[config.mk]
export PLATFORM = sky130hd
export DESIGN_NAME = move_exec
export DESIGN_NICKNAME = d
export VERILOG_FILES = /design/src/hw/move_pkg.sv /design/src/hw/move_decode.sv /design/src/hw/move_exec.sv
export SDC_FILE = /design/constraint.sdc
export NUM_CORES = 1
export LEC_CHECK = 0
export BUFFER_PORTS_ARGS = -buffer_cell sky130_fd_sc_hd__buf_2
export CAP_MARGIN = 20
export CELL_PAD_IN_SITES_DETAIL_PLACEMENT = 0
export CELL_PAD_IN_SITES_GLOBAL_PLACEMENT = 1
export CORE_MARGIN = 2
export CORE_UTILIZATION = 39
export CTS_CLUSTER_DIAMETER = 50
export CTS_CLUSTER_SIZE = 40
export DETAILED_ROUTE_END_ITERATION = 10
export PLACE_DENSITY_LB_ADDON = 0.1
export SYNTH_ARGS = -nofsm -noshare
export SYNTH_HDL_FRONTEND = slang
export SYNTH_SLANG_ARGS = --single-unit
[constraint.sdc]
create_clock -name clk -period 2.5 [get_ports clk]
set_input_delay 0.375 -clock clk [delete_from_list [all_inputs] [get_ports clk]]
set_output_delay 0.375 -clock clk [all_outputs]
set_load 0.03 [all_outputs]
[src/hw/move_pkg.sv]
`default_nettype none
package move_pkg;
  // Word and field widths of the core
  localparam int INSTR_W = 14;
  localparam int DATA_W = 8;
  localparam int ADDR_W = 7;
  // Field positions inside the instruction word
  localparam int OP_HI = 13;
  localparam int LIT_OP_LO = 10;
  localparam int COPY_OP_LO = 8;
  localparam int DEST_BIT = 7;
  // Opcode patterns; the two bits below the literal opcode are don't-care
  localparam logic [3:0] LIT_OPCODE = 4'hc;
  localparam logic [5:0] COPY_OPCODE = 6'h08;
  // Reset values
  localparam logic [DATA_W-1:0] ACC_RESET = 8'h00;
  localparam logic ZERO_RESET = 1'b0;
  // Quarter phases of one instruction cycle
  typedef enum logic [1:0]
  {
    PH_Q1 = 2'b00,
    PH_Q2 = 2'b01,
    PH_Q3 = 2'b10,
    PH_Q4 = 2'b11
  } phase_e;
endpackage
`default_nettype wire

[src/hw/move_decode.sv]
`timescale 1ns/1ns
`default_nettype none
module move_decode
  import move_pkg::*;
(
  input wire logic [move_pkg::INSTR_W-1:0] instr,
  output logic is_literal,
  output logic is_copy,
  output logic dest_self,
  output logic [move_pkg::DATA_W-1:0] literal,
  output logic [move_pkg::ADDR_W-1:0] reg_index
);
  // Bits 9:8 take no part in the literal decode, so any filler value decodes alike
  assign is_literal = (instr[OP_HI:LIT_OP_LO] == LIT_OPCODE); // [RULE_02]
  assign is_copy = (instr[OP_HI:COPY_OP_LO] == COPY_OPCODE); // [RULE_03]
  // Operand fields
  assign dest_self = instr[DEST_BIT];
  assign literal = instr[DATA_W-1:0];
  assign reg_index = instr[ADDR_W-1:0];
endmodule // move_decode
`default_nettype wire

[src/hw/move_exec.sv]
`timescale 1ns/1ns
`default_nettype none
// What this block does
// [RULE_01] Opcode 11 00xx loads the low eight bits into the accumulator; flags untouched.
// [RULE_02] The two don't-care bits of the literal load are ignored.
// [RULE_03] Opcode 00 1000 reads register f; d=0 to accumulator, d=1 back to f.
// [RULE_04] Register copy updates the zero flag for both destinations.
// [RULE_05] Register copy: decode Q1, read Q2, process Q3, write Q4; one cycle.
// [RULE_06] Literal load: one word, decode Q1, read Q2, process Q3, write Q4.
// [RULE_07] Zero flag set when the moved value is zero, else cleared.
module move_exec
(
  input wire logic clk,
  input wire logic reset,
  input wire logic instr_valid,
  input wire logic [move_pkg::INSTR_W-1:0] instr,
  input wire logic [move_pkg::DATA_W-1:0] reg_rdata,
  output move_pkg::phase_e phase,
  output logic [move_pkg::ADDR_W-1:0] reg_addr,
  output logic [move_pkg::DATA_W-1:0] reg_wdata,
  output logic reg_we,
  output logic [move_pkg::DATA_W-1:0] acc,
  output logic zero_flag,
  output logic zero_we
);
  import move_pkg::*;

  phase_e phase_r;
  phase_e phase_nxt;
  logic lit_r;
  logic copy_r;
  logic self_r;
  logic [DATA_W-1:0] lit_val_r;
  logic [ADDR_W-1:0] addr_r;
  logic [DATA_W-1:0] data_r;
  logic [DATA_W-1:0] acc_r;
  logic zero_r;
  logic zero_we_r;
  logic reg_we_r;
  logic dec_lit;
  logic dec_copy;
  logic dec_self;
  logic [DATA_W-1:0] dec_literal;
  logic [ADDR_W-1:0] dec_index;
  logic take;
  logic [DATA_W-1:0] data_nxt;
  logic write_acc;
  logic write_reg;

  // Decode of the word offered during Q1
  move_decode u_decode
  (
    .instr(instr),
    .is_literal(dec_lit),
    .is_copy(dec_copy),
    .dest_self(dec_self),
    .literal(dec_literal),
    .reg_index(dec_index)
  );

  // Quarter phase sequencer; one instruction per four clocks
  always_comb
  begin
    unique case (phase_r)
      PH_Q1: phase_nxt = PH_Q2;
      PH_Q2: phase_nxt = PH_Q3;
      PH_Q3: phase_nxt = PH_Q4;
      PH_Q4: phase_nxt = PH_Q1;
    endcase
  end

  // Step selection; unknown opcodes pass through as no-operations
  assign take = (phase_r == PH_Q1) && instr_valid;
  assign data_nxt = copy_r ? reg_rdata : lit_val_r; // [RULE_03] [RULE_06]
  assign write_acc = (phase_r == PH_Q3) && (lit_r || (copy_r && !self_r)); // [RULE_01]
  assign write_reg = (phase_r == PH_Q3) && copy_r && self_r; // [RULE_03]

  always_ff @(posedge clk or posedge reset)
  begin
    if (reset)
      phase_r <= PH_Q1;
    else
      phase_r <= phase_nxt;
  end

  // Q1 decode: latch the operation and its operand fields
  always_ff @(posedge clk or posedge reset)
  begin
    if (reset)
    begin
      lit_r <= 1'b0;
      copy_r <= 1'b0;
      self_r <= 1'b0;
      lit_val_r <= 8'h00;
      addr_r <= 7'h00;
    end
    else if (take)
    begin
      lit_r <= dec_lit; // [RULE_01]
      copy_r <= dec_copy; // [RULE_03]
      self_r <= dec_self;
      lit_val_r <= dec_literal;
      addr_r <= dec_index;
    end
    else if (phase_r == PH_Q1)
    begin
      // Idle slot: no operation this cycle
      lit_r <= 1'b0;
      copy_r <= 1'b0;
    end
  end

  // Q2 read: source register or literal sampled at the end of Q2
  always_ff @(posedge clk or posedge reset)
  begin
    if (reset)
      data_r <= 8'h00;
    else if (phase_r == PH_Q2)
      data_r <= data_nxt; // [RULE_05] [RULE_06]
  end

  // Q3 process: results land so that they stand during Q4
  always_ff @(posedge clk or posedge reset)
  begin
    if (reset)
    begin
      acc_r <= ACC_RESET;
      zero_r <= ZERO_RESET;
      zero_we_r <= 1'b0;
      reg_we_r <= 1'b0;
    end
    else
    begin
      if (write_acc)
        acc_r <= data_r; // [RULE_01] [RULE_03]
      if ((phase_r == PH_Q3) && copy_r)
        zero_r <= (data_r == 8'h00); // [RULE_04] [RULE_07]
      // Literal load never raises the flag strobe
      zero_we_r <= (phase_r == PH_Q3) && copy_r; // [RULE_04]
      reg_we_r <= write_reg; // [RULE_05]
    end
  end

  assign phase = phase_r;
  assign reg_addr = addr_r;
  // Write data is the read value held since Q2, so a self copy is harmless
  assign reg_wdata = data_r;
  assign reg_we = reg_we_r;
  assign acc = acc_r;
  assign zero_flag = zero_r;
  assign zero_we = zero_we_r;
endmodule // move_exec
`default_nettype wire

; Word-level counts from Yosys, hierarchy flattened
; Cells that the tools add are included.
[totals]
reg_bits = 39
out_inout_bits = 28
elab_cells = 31
[op_classes]
eq_ne = 5
mux = 5
reduce_logical = 10
[ops]
columns = operator, n
row1 = logical NOT 8 bit, 1
row2 = two-way mux 8 bit, 1
row3 = case mux 2 bit (4 select lines), 1
row4 = "== test 6 x 4 -> 1 bit, second input constant", 1
row5 = logical AND 1 bit, 5
row6 = "== test 2 bit, second input constant", 2
row7 = "== test 4 bit, second input constant", 1
row8 = two-way mux 1 bit, 3
row9 = "== test 2 x 1 -> 1 bit, second input constant", 1
row10 = logical NOT 2 bit, 1
row11 = nonzero test 2 bit, 1
row12 = logical NOT 1 bit, 1
row13 = logical OR 1 bit, 1

; Longest topological paths before layout
; Gate-level depths: netlist (run 1).
[logic_depth]
depth_word = 4
ltp_mapped = 6
depth_no_buf = 5

; Cells and area by module
; A second synthesis (run 1) with hierarchy kept.
[hier_totals]
hier_cells = 135
area_unflattened_um2 = 1742.9
[modules_own_cells]
columns = mod, cells_each, n_inst, area_each_um2, seq_area_each_um2
row1 = move_exec, 115, 1, 1594.0, 975.9
row2 = move_decode, 20, 1, 148.9, 0.0

; Least setup slack after synthesis (run 1)
; No wires, ideal clock.
[synth_path]
kind = register to register
startpoint = register phase_r[0] (netlist: phase[0])
endpoint = register acc_r[0] (netlist: acc[0])
slack_ps = 990
t_required_ps = 2375
path_buffers = 0
arrival_time_ps = 1386
stages_incl_launch_ff = 5
synth_period_minus_slack_ps = 1510
path_cell_list = dfrtp_1 -> inv_1 -> ha_1 -> o21ai_2 -> mux2_2
[synth_via]
elab_chain_len = 2
[synth_rtl]
columns = item, line_no
row1 = from (decl), move_exec.sv:28  ; phase_e phase_r;
row2 = from (signal assigned), move_exec.sv:83  ; phase_r <= phase_nxt;
row3 = == test 2 bit, move_exec.sv:75  ; assign write_acc = (phase_r == PH_Q3) && (lit_r || (copy_r && !self_r));
row4 = logical AND 1 bit, move_exec.sv:75
row5 = to (signal assigned), move_exec.sv:135  ; acc_r <= data_r;
row6 = to (decl), move_exec.sv:36  ; logic [DATA_W-1:0] acc_r;
; No other way between the ends.
; A chain may end at the register's enable or synchronous reset.

; Final worst setup path (run 1)
[layout_path]
startpoint = register copy_r
endpoint = register acc_r[4] (netlist: acc[4])
[layout_via]
elab_chain_len = 3
[layout_rtl]
columns = item, line_no
row1 = from (decl), move_exec.sv:31  ; logic copy_r;
row2 = from (signal assigned), move_exec.sv:100  ; copy_r <= dec_copy;
row3 = logical AND 1 bit, move_exec.sv:75
row4 = logical OR 1 bit, move_exec.sv:75
row5 = logical AND 1 bit, move_exec.sv:75
; No other way between the ends.

==> results of run 1 <==
metal layers:
metal | vias to the layer above | wire length, um | GRT usage (%) | part of all wire [%]
li1 | 462 | - | - | -
met1 | 434 | 1200 | 20.8 | 49
met2 | 43 | 959 | 20.3 | 39
met3 | 5 | 232 | 6.63 | 9.5
met4 | 0 | 46 | 7.29 | 1.9
met5 | - | 0 | 0 | 0
flip-flops by register name, indices dropped and copies added (netlist names):
register and cells:
acc 8, copy_r 1, lit_r 1, lit_val_r 7, phase 2, reg_wdata 8
reg_we 1, self_r 1, zero_flag 1, zero_we 1
synthesized netlist by cell type:
| cell type | n |
|---|---|
| mux2i_1 | 8 |
| or2_2 | 1 |
| dfrtp_1 | 31 |
| buf_2 | 2 |
| nor2b_1 | 1 |
| clkbuf_1 | 1 |
| nor2_1 | 8 |
| nand3_1 | 1 |
| nand2_2 | 1 |
| a21oi_1 | 8 |
| o21ai_2 | 1 |
| nor4_2 | 1 |
| and2_1 | 1 |
| o21ai_0 | 1 |
| inv_1 | 5 |
| nor4_1 | 2 |
| or4b_1 | 1 |
| o32ai_1 | 1 |
| ha_1 | 4 |
| mux2_2 | 17 |
| and3_1 | 1 |
| nand4b_1 | 1 |
layout by cell type (no fill, tap or decap):
master    netlist  final
buf_2           2     52
dfrtp_1        31     31
mux2_2         17     17
mux2i_1         8      8
nor2_1          8      8
a21oi_1         8      8
inv_1           5      5
clkbuf_4        0      5
ha_1            4      4
nor4_1          2      2
clkbuf_8        0      2
nand2_2         1      1
or4b_1          1      1
nor4_2          1      1
nand4b_1        1      1
o32ai_1         1      1
nor2b_1         1      1
o21ai_2         1      1
or2_2           1      1
and2_1          1      1
and3_1          1      1
nand3_1         1      1
o21ai_0         1      1
clkbuf_1        1      1
buf_4           0      1
worst max-delay path by stage:
stage | cells past startpoint | startpoint | endpoint
after floorplan | 4 | phase[0] | acc[0]
after global placement | 3 | copy_r | acc[4]
after detailed placement | 3 | copy_r | acc[4]
after CTS | 3 | copy_r | acc[4]
after global routing | 3 | copy_r | acc[4]
final | 3 | copy_r | acc[4]
worst min-delay path: cells and delay by family:
family	cells	cell delay (ns)
buffers and inverters	3	0.47
where the power goes:
group | total, W | internal [W] | switching (W)
sequential | 0.000574 | 0.000544 | 0.0000308
combinational | 0.000201 | 0.0000732 | 0.000128
clock | 0.000326 | 0.000165 | 0.000160
total | 0.00110 | 0.000782 | 0.000319
metrics by stage:
step	utilization, %	worst slack, ns	hold slack, ns	instance area (um2)
global placement	51.9	0.917	0.467	1610
detailed placement	51.9	0.827	0.467	1610
global route	54.2	0.765	0.122	1680
floorplan	-	0.990	0.479	1300
finish	54.2	0.850	0.106	1680
CTS	54.2	0.829	0.109	1680
area by class of cell:
cell class,count,share of cell area [%]
Sequential cell,31,46.2
Multi-Input combinational cell,59,29.4
Timing Repair Buffer,53,15.9
Clock buffer,8,4.10
Tap cell,44,3.28
Inverter,5,1.12
logic make-up (layout without fill, tap and decap cells):
| kind of cell | count (synthesis) | after routing | synth area share (%) |
|---|---|---|---|
| AOI/OAI and AO/OA | 11 | 11 | 4.80 |
| muxes | 25 | 25 | 20.8 |
| buffers and inverters | 8 | 66 | 2.50 |
| and+or+nand+nor | 19 | 19 | 8.45 |
| DFF | 31 | 31 | 59.6 |
| adders and majority gates | 4 | 4 | 3.84 |
==> flow_metrics.env, run 1 <==
export IMPL_worst_path_max_fanout=12
export IMPL_reg2reg_from="copy_r"
export IMPL_antenna_left=0
export IMPL_cts_buffer_depth=2
export IMPL_period_needed_ns=1.65
export IMPL_track_usage_pct=15.1
export IMPL_antenna_found_initial=0
export IMPL_max_slew_margin_pct=66.4
export IMPL_grt_setup_unrepaired="no"
export IMPL_ir_drop_mv=0.317
export IMPL_cts_sinks=31
export IMPL_cp_top_family="flip-flops"
export IMPL_ios=53
export IMPL_fmax_mhz=606
export IMPL_synthTopCellsByArea="dfrtp_1, mux2_2, mux2i_1"
export IMPL_multiInputGateArea_um2=494
export IMPL_wire_per_inst_um=12.2
export IMPL_drive_above_1_share_pct=51.9
export IMPL_firstDrtPassIters=4
export IMPL_totalNegativeSetupSlack_ns=0
export IMPL_register_area_um2=776
export IMPL_drt_total_wl_um=2430
export IMPL_htreeDepth=2
export IMPL_dieArea_mm2=0.00382
export IMPL_status="finished clean"
export IMPL_synthCells=98
export IMPL_num_rows=20
export IMPL_cts_root_buf="clkbuf_4"
export IMPL_r2r_slack_ns=0.85
export IMPL_globalplace_congestion=0.764
export IMPL_critPathArrivalTime_ns=1.87
export IMPL_critPathMaxStageDelay_ns=0.57
export IMPL_worstPathCellList="nor2b_1 > o21ai_2 > mux2_2"
export IMPL_cap_violations=0
export IMPL_synth_top_cell_by_area="dfrtp_1"
export IMPL_fillers=299
export IMPL_dieWidth_um=61.8
export IMPL_die_h_um=61.8
export IMPL_clk_pin_slew_ns=0.09
export IMPL_grt_overflow=0
export IMPL_tritoncts="done"
export IMPL_cts_made_buffers=5
export IMPL_drtIter0Drc=36
export IMPL_ys_seq_area_share_pct=59.6
export IMPL_crit_required_ns=2.72
export IMPL_core_mm2=0.00310
export IMPL_vias=944
export IMPL_netlist_area_mm2=0.00130
export IMPL_fin_nets=184
export IMPL_synth_nets=127
export IMPL_postCtsSetupBuffers=0
export IMPL_leakagePower_nw=0.848
export IMPL_crit_slowest_cell="dfrtp_1"
export IMPL_hold_class="in -> async"
export IMPL_grt_max_degree=32
export IMPL_placedCellCount=192
export IMPL_rr_worst_depth=3
export IMPL_diodes=0
export IMPL_crit_path_end_kind="flop"
export IMPL_worst_slew_pin_slew_ns=0.504
export IMPL_post_route_drc_count=0
export IMPL_fin_crit_sh_pct=66.0
export IMPL_slew_viol_final=0
export IMPL_cp_num_buf_inv=0
export IMPL_synth_distinct_cells=22
export IMPL_grt_pass1_vias=900
export IMPL_synth_warnings=0
export IMPL_clk_latency_ns=0.33
export IMPL_synth_top_area_share_pct=59.6
export IMPL_worstSetupStartpointType="flop"
export IMPL_via_per_inst=4.72
export IMPL_cts_hold_buf=0
export IMPL_clock_skew_ns=0.00560
export IMPL_cts_resized=0
export IMPL_place_hpwl_um=1850
export IMPL_start_util_pct=42.0
export IMPL_grt_pass1_wl_um=3980
export IMPL_ys_seq_elements=31
export IMPL_syn_area_per_cell_um2=13.3
export IMPL_hold_violations=0
export IMPL_criticalPathCategory="reg -> reg"
export IMPL_power_density_mw_per_mm2=655
export IMPL_fin_cells=200
export IMPL_area_delta_synth_final_pct=29.0
export IMPL_setup_violations=0
export IMPL_r2r_end="acc[4]"
export IMPL_total_power_w=0.00110
export IMPL_io_buffer_count=52
(Power assumes the default switching activity.)
==> inputs of run 2 (changes only) <==
--- a/config.mk
+++ b/config.mk
@@ -5,12 +5,13 @@
 export SDC_FILE = /design/constraint.sdc
 export NUM_CORES = 1
 export LEC_CHECK = 0
+export ABC_AREA = 1
 export BUFFER_PORTS_ARGS = -buffer_cell sky130_fd_sc_hd__buf_2
 export CAP_MARGIN = 20
 export CELL_PAD_IN_SITES_DETAIL_PLACEMENT = 0
 export CELL_PAD_IN_SITES_GLOBAL_PLACEMENT = 1
 export CORE_MARGIN = 2
-export CORE_UTILIZATION = 39
+export CORE_UTILIZATION = 31
 export CTS_CLUSTER_DIAMETER = 50
 export CTS_CLUSTER_SIZE = 40
 export DETAILED_ROUTE_END_ITERATION = 10
==> constraint.sdc (replaced) <==
create_clock -name clk -period 1.5 [get_ports clk]
set_input_delay 0.225 -clock clk [delete_from_list [all_inputs] [get_ports clk]]
set_output_delay 0.225 -clock clk [all_outputs]
set_load 0.03 [all_outputs]
==> run 2 against run 1 <==
Net effect: clock power rose to 2.6 times the previous value; largest cell class unchanged; first-iteration DRC count up 8.3%; power grew 92%; synthesized cell count grew 58%; global-route usage decreased by 1.1 points; synthesized area increased by 5.1%; clock-buffer cell count decreased by 2; utilization down 12 points; flip-flop and latch count did not move; wire length up 30%; highest routed layer unchanged; critical endpoint is now acc[1].
==> flow_metrics.env, run 2 <==
export IMPL_setup_violations=0
export IMPL_grt_pass1_vias=1181
export IMPL_postCtsSetupBuffers=0
export IMPL_final_common_cell="nand2_1"
export IMPL_power_frac_seq_pct=44.8
export IMPL_die_h_um=70.5
export IMPL_grt_met3_usage_pct=5.34
export IMPL_firstDrtPassIters=4
export IMPL_use_met2_pct=22.3
export IMPL_cts_hold_buf=0
export IMPL_dieWidth_um=70.5
export IMPL_fin_cells=266
export IMPL_drtIter0Drc=39
export IMPL_hold_violations=0
export IMPL_synthCells=155
export IMPL_postLayoutSetupSlackWorst_ns=0.202
export IMPL_placedCellCount=258
export IMPL_synth_top_area_share_pct=56.7
export IMPL_synth_main_ff_cell="dfrtp_1"
export IMPL_totalNegativeSetupSlack_ns=0
export IMPL_utilization_pct=42.1
export IMPL_antenna_found_initial=0
export IMPL_fin_nets=242
export IMPL_worstSetupStartpointType="flop"
export IMPL_start_util_pct=31.9
export IMPL_grt_setup_unrepaired="no"
export IMPL_clock_skew_ns=0.00662
export IMPL_netlist_area_mm2=0.00137
export IMPL_syn_area_per_cell_um2=8.83
export IMPL_clk_pin_slew_ns=0.07
export IMPL_ys_seq_elements=31
export IMPL_synthTopCellsByCount="nand2_1, dfrtp_1, nor2_1"
export IMPL_tritoncts="done"
export IMPL_num_rows=24
export IMPL_fmax_mhz=771
export IMPL_track_usage_pct=14.0
export IMPL_cap_violations=0
export IMPL_synthTopCellsByArea="dfrtp_1, nand2_1, nor2_1"
export IMPL_holdWs_ns=0.0115
export IMPL_via_per_inst=4.44
export IMPL_io_buffer_count=52
export IMPL_period_needed_ns=1.30
export IMPL_core_mm2=0.00429
export IMPL_synth_distinct_cells=16
export IMPL_critPathArrivalTime_ns=1.51
export IMPL_cts_root_buf="clkbuf_8"
export IMPL_grt_pass1_wl_um=5450
export IMPL_most_common_layout_cells="nand2_1, buf_2, dfrtp_1, nor2_1, nand3_1"
export IMPL_async_reset_ff_share_pct=100
export IMPL_cts_resized=0
export IMPL_cts_buffer_depth=2
export IMPL_ir_drop_mv=0.504
export IMPL_grt_max_degree=32
export IMPL_wire_per_inst_um=11.9
export IMPL_grt_overflow=0
export IMPL_ys_seq_area_share_pct=56.7
export IMPL_leakagePower_nw=1.02
export IMPL_area_delta_synth_final_pct=32.0
export IMPL_antenna_left=0
export IMPL_diodes=0
export IMPL_hold_class="in -> async"
export IMPL_comb_power_share_pct=14.8
export IMPL_top_usage_layer="met2"
export IMPL_worst_path_max_fanout=9
export IMPL_fin_crit_sh_pct=86.5
export IMPL_status="finished clean"
export IMPL_drt_total_wl_um=3160
export IMPL_internal_power_w=0.00154
export IMPL_synth_nets=184
export IMPL_crit_required_ns=1.72
export IMPL_clock_power_share_pct=40.4
export IMPL_globalplace_congestion=0.733
export IMPL_synth_edf_count=0
export IMPL_htreeDepth=2
export IMPL_criticalPathCategory="reg -> reg"
export IMPL_max_slew_margin_pct=73.7
export IMPL_synth_warnings=0
export IMPL_slew_viol_final=0
export IMPL_ios=53
export IMPL_sw_frac_of_total_pct=27.3
export IMPL_crit_path_end_kind="flop"
export IMPL_vias=1182
export IMPL_p_sw_w=0.000578
export IMPL_synth_top_cell_by_area="dfrtp_1"
export IMPL_worst_slew_pin_slew_ns=0.395
export IMPL_cts_sinks=31
export IMPL_met1_usage_pct=17.5
export IMPL_drive_above_1_share_pct=33.2
export IMPL_power_density_mw_per_mm2=1170
export IMPL_place_ws_ns=0.200
export IMPL_cts_made_buffers=5
export IMPL_clk_latency_ns=0.28
export IMPL_place_hpwl_um=2430
export IMPL_yosysMostFrequentCell="nand2_1"
export IMPL_dieArea_mm2=0.00496
export IMPL_post_route_drc_count=0
## run 2: layout make-up
cell class,count,area (um2)
Clock inverter,2,35.0
Inverter,11,43.8
Multi-Input combinational cell,110,529
Sequential cell,31,776
Tap cell,52,65.1
Clock buffer,6,82.6
Timing Repair Buffer,54,275
Fill cell,465,2490
## run 2: kinds of logic after synthesis
family | Yosys count | share of synthesized area [%]
and+or+nand+nor | 96 | 30.4
DFF | 31 | 56.7
buffers and inverters | 14 | 4.66
AOI/OAI and AO/OA | 10 | 4.57
adders and majority gates | 4 | 3.66
## run 2: worst max-delay path, stage by stage (launching register included)
cell     delay [ns]
dfrtp_1        0.39
inv_1          0.11
ha_1           0.23
nand2_2        0.10
inv_4          0.12
nand2_8        0.08
nand2_8        0.09
nand2_1        0.06
nand2_1        0.06
## run 2: final timing paths
| check | from | to | slack, ns | cells after the start |
|---|---|---|---|---|
| worst max-delay path | phase[0] | acc[1] | 0.20 | 8 |
| worst min-delay path | reset | acc[0] | 0.01 | 3 |
| worst max register to register | phase[0] | acc[1] | 0.20 | 8 |
| worst min register to register | lit_val_r[5] | lit_val_r[5] | 0.50 | 2 |
| max in group asynchronous | reset | phase[0] | 1.20 | 3 |
| min in group clk | instr[2] | lit_val_r[2] | 0.14 | 3 |
## run 2: routing by layer
layer / share of wire [%] / up-vias
li1: - / 601
met1: 44 / 537
met2: 47 / 38
met3: 7.8 / 6
met4: 1.5 / 0
met5: 0 / -
## run 2: through the flow
stage | area [um2] | power, W
detailed placement | 1690 | 0.00128
CTS | 1810 | 0.00215
global route | 1810 | 0.00222
finish | 1810 | 0.00212
floorplan | 1370 | 0.00116
global placement | 1690 | 0.00128
## run 2: power groups by stage
stage           logic, W  clock network (W)  registers (W)
3_5_place_dp    0.000318                  0       0.000965
5_1_grt         0.000343           0.000918       0.000959
6_report        0.000313           0.000854       0.000948
2_1_floorplan  0.0000786                  0        0.00108
3_3_place_gp    0.000315                  0       0.000965
4_1_cts         0.000319           0.000879       0.000950
==> inputs of run 3 (changes only) <==
--- a/config.mk
+++ b/config.mk
@@ -11,7 +11,7 @@
 export CELL_PAD_IN_SITES_DETAIL_PLACEMENT = 0
 export CELL_PAD_IN_SITES_GLOBAL_PLACEMENT = 1
 export CORE_MARGIN = 2
-export CORE_UTILIZATION = 31
+export CORE_UTILIZATION = 37
 export CTS_CLUSTER_DIAMETER = 50
 export CTS_CLUSTER_SIZE = 40
 export DETAILED_ROUTE_END_ITERATION = 10
==> constraint.sdc (replaced) <==
create_clock -name clk -period 1.6 [get_ports clk]
set_input_delay 0.24 -clock clk [delete_from_list [all_inputs] [get_ports clk]]
set_output_delay 0.24 -clock clk [all_outputs]
set_load 0.03 [all_outputs]
==> run 3 against run 2 <==
Net effect: combinational power down 6.7%; clock power down 7.3%; setup slack better by 0.078 ns; largest power group unchanged; non-clock buffer count down 1; largest cell class unchanged; maximum frequency down 1.6%; sequential share of layout area up 0.30 points.
==> flow_metrics.env, run 3 (same netlist as run 2, synthesis figures left out) <==
export IMPL_period_needed_ns=1.32
export IMPL_tritoncts="done"
export IMPL_critPathMaxStageDelay_ns=0.49
export IMPL_firstDrtPassIters=4
export IMPL_area_delta_synth_final_pct=31.1
export IMPL_globalplace_congestion=0.736
export IMPL_drt_total_wl_um=2950
export IMPL_clk_latency_ns=0.28
export IMPL_place_ws_ns=0.279
export IMPL_place_hpwl_um=2240
export IMPL_dieWidth_um=64.8
export IMPL_grt_pass1_wl_um=4910
export IMPL_wire_per_inst_um=11.3
export IMPL_status="finished clean"
export IMPL_clk_pin_slew_ns=0.07
export IMPL_hold_class="in -> async"
export IMPL_crit_slowest_cell="ha_1"
export IMPL_ir_drop_mv=0.419
export IMPL_antenna_left=0
export IMPL_core_mm2=0.00361
export IMPL_postLayoutSetupSlackWorst_ns=0.281
export IMPL_leakagePower_nw=1.01
export IMPL_power_density_mw_per_mm2=1100
export IMPL_start_util_pct=38.0
export IMPL_ios=53
export IMPL_cts_hold_buf=0
export IMPL_vias=1153
export IMPL_htreeDepth=2
export IMPL_track_usage_pct=15.9
export IMPL_design_area_mm2=0.00179
export IMPL_clock_skew_ns=0.00715
export IMPL_cp_num_buf_inv=1
export IMPL_grt_setup_unrepaired="no"
export IMPL_cts_resized=0
export IMPL_worst_slew_pin_slew_ns=0.516
export IMPL_dieArea_mm2=0.00420
export IMPL_fillers=352
export IMPL_setup_violations=0
export IMPL_grt_overflow=0
export IMPL_slew_viol_final=0
export IMPL_cts_root_buf="clkbuf_8"
export IMPL_postCtsSetupBuffers=0
export IMPL_diodes=0
export IMPL_crit_path_end_kind="flop"
export IMPL_worstPathCellList="inv_1 > ha_1 > nor2_1 > a31oi_1"
export IMPL_dpl_cell_area_mm2=0.00168
export IMPL_grt_pass1_vias=1094
export IMPL_cap_violations=0
export IMPL_cts_made_buffers=5
export IMPL_fmax_mhz=758
export IMPL_critPathArrivalTime_ns=1.52
export IMPL_totalNegativeSetupSlack_ns=0
export IMPL_io_buffer_count=52
export IMPL_criticalPathCategory="reg -> reg"
export IMPL_grt_max_degree=32
export IMPL_post_route_drc_count=0
export IMPL_worstSetupStartpointType="flop"
export IMPL_most_common_layout_cells="nand2_1, buf_2, dfrtp_1, nor2_1, nand3_1"
export IMPL_die_h_um=64.8
export IMPL_drtIter0Drc=68
export IMPL_hold_violations=0
export IMPL_num_rows=22
export IMPL_antenna_found_initial=0
export IMPL_worst_path_max_fanout=16
export IMPL_via_per_inst=4.42
export IMPL_fin_nets=241
export IMPL_max_slew_margin_pct=65.6
export IMPL_final_common_cell="nand2_1"
export IMPL_fin_crit_sh_pct=82.5
export IMPL_cp_top_family="adder cells"
export IMPL_cts_sinks=31
export IMPL_drive_above_1_share_pct=32.9
export IMPL_cts_buffer_depth=2
export IMPL_crit_required_ns=1.80
## run 3: cell types whose count changed in the layout (fill, tap and decap cells not counted)
cell | previous run | this run
buf_4 | 2 | 1
## run 3: worst paths after layout
| check | slack [ns] | depth (start not counted) | endpoint | from |
|---|---|---|---|---|
| setup / recovery | 0.28 | 4 | reg_wdata[1] | phase[1] |
| hold / removal | 0.03 | 3 | acc[7] | reset |
| setup reg to reg | 0.28 | 4 | reg_wdata[1] | phase[1] |
| hold reg to reg | 0.50 | 2 | acc[2] | acc[2] |
| max in group asynchronous | 1.29 | 3 | reg_wdata[7] | reset |
| min in group clk | 0.14 | 3 | lit_val_r[5] | instr[5] |
## run 3: final cells by class
cell class	instances	area, um2	share of cell area (%)
sequential	31	776	43.2
clock buffer	6	82.6	4.60
clock inverter	2	35.0	1.95
inverter	11	43.8	2.44
timing repair buffer	53	268	14.9
tap	48	60.1	3.35
multi-input combinational	110	529	29.5
## run 3: tightest hold or removal path, stage by stage
cell and delay, ns:
buf_2 0.09, inv_1 0.04, buf_4 0.35
## run 3: per-stage QoR
stage	total power, W	cells	util [%]	hold slack [ns]
6_report	0.00198	261	49.8	0.0269
3_3_place_gp	0.00120	253	46.5	0.334
4_1_cts	0.00201	261	49.8	0.0279
5_1_grt	0.00207	261	49.8	0.0714
2_1_floorplan	0.00109	155	-	0.344
3_5_place_dp	0.00120	253	46.5	0.344
## run 3: report_power, final
part,total (W),internal (W),switching (W)
Sequential,0.000892,0.000844,0.0000483
Combinational,0.000292,0.0000939,0.000198
Clock,0.000792,0.000503,0.000288
Total,0.00198,0.00144,0.000535
## run 3: layer usage
layer	share of wire (%)	up-vias	track usage, %	wire (um)
met3	7.5	7	6.08	221
met1	46	506	20.6	1360
met4	2.1	0	7.98	63
met5	0	-	0	0
met2	44	38	23.2	1310
li1	-	602	-	-
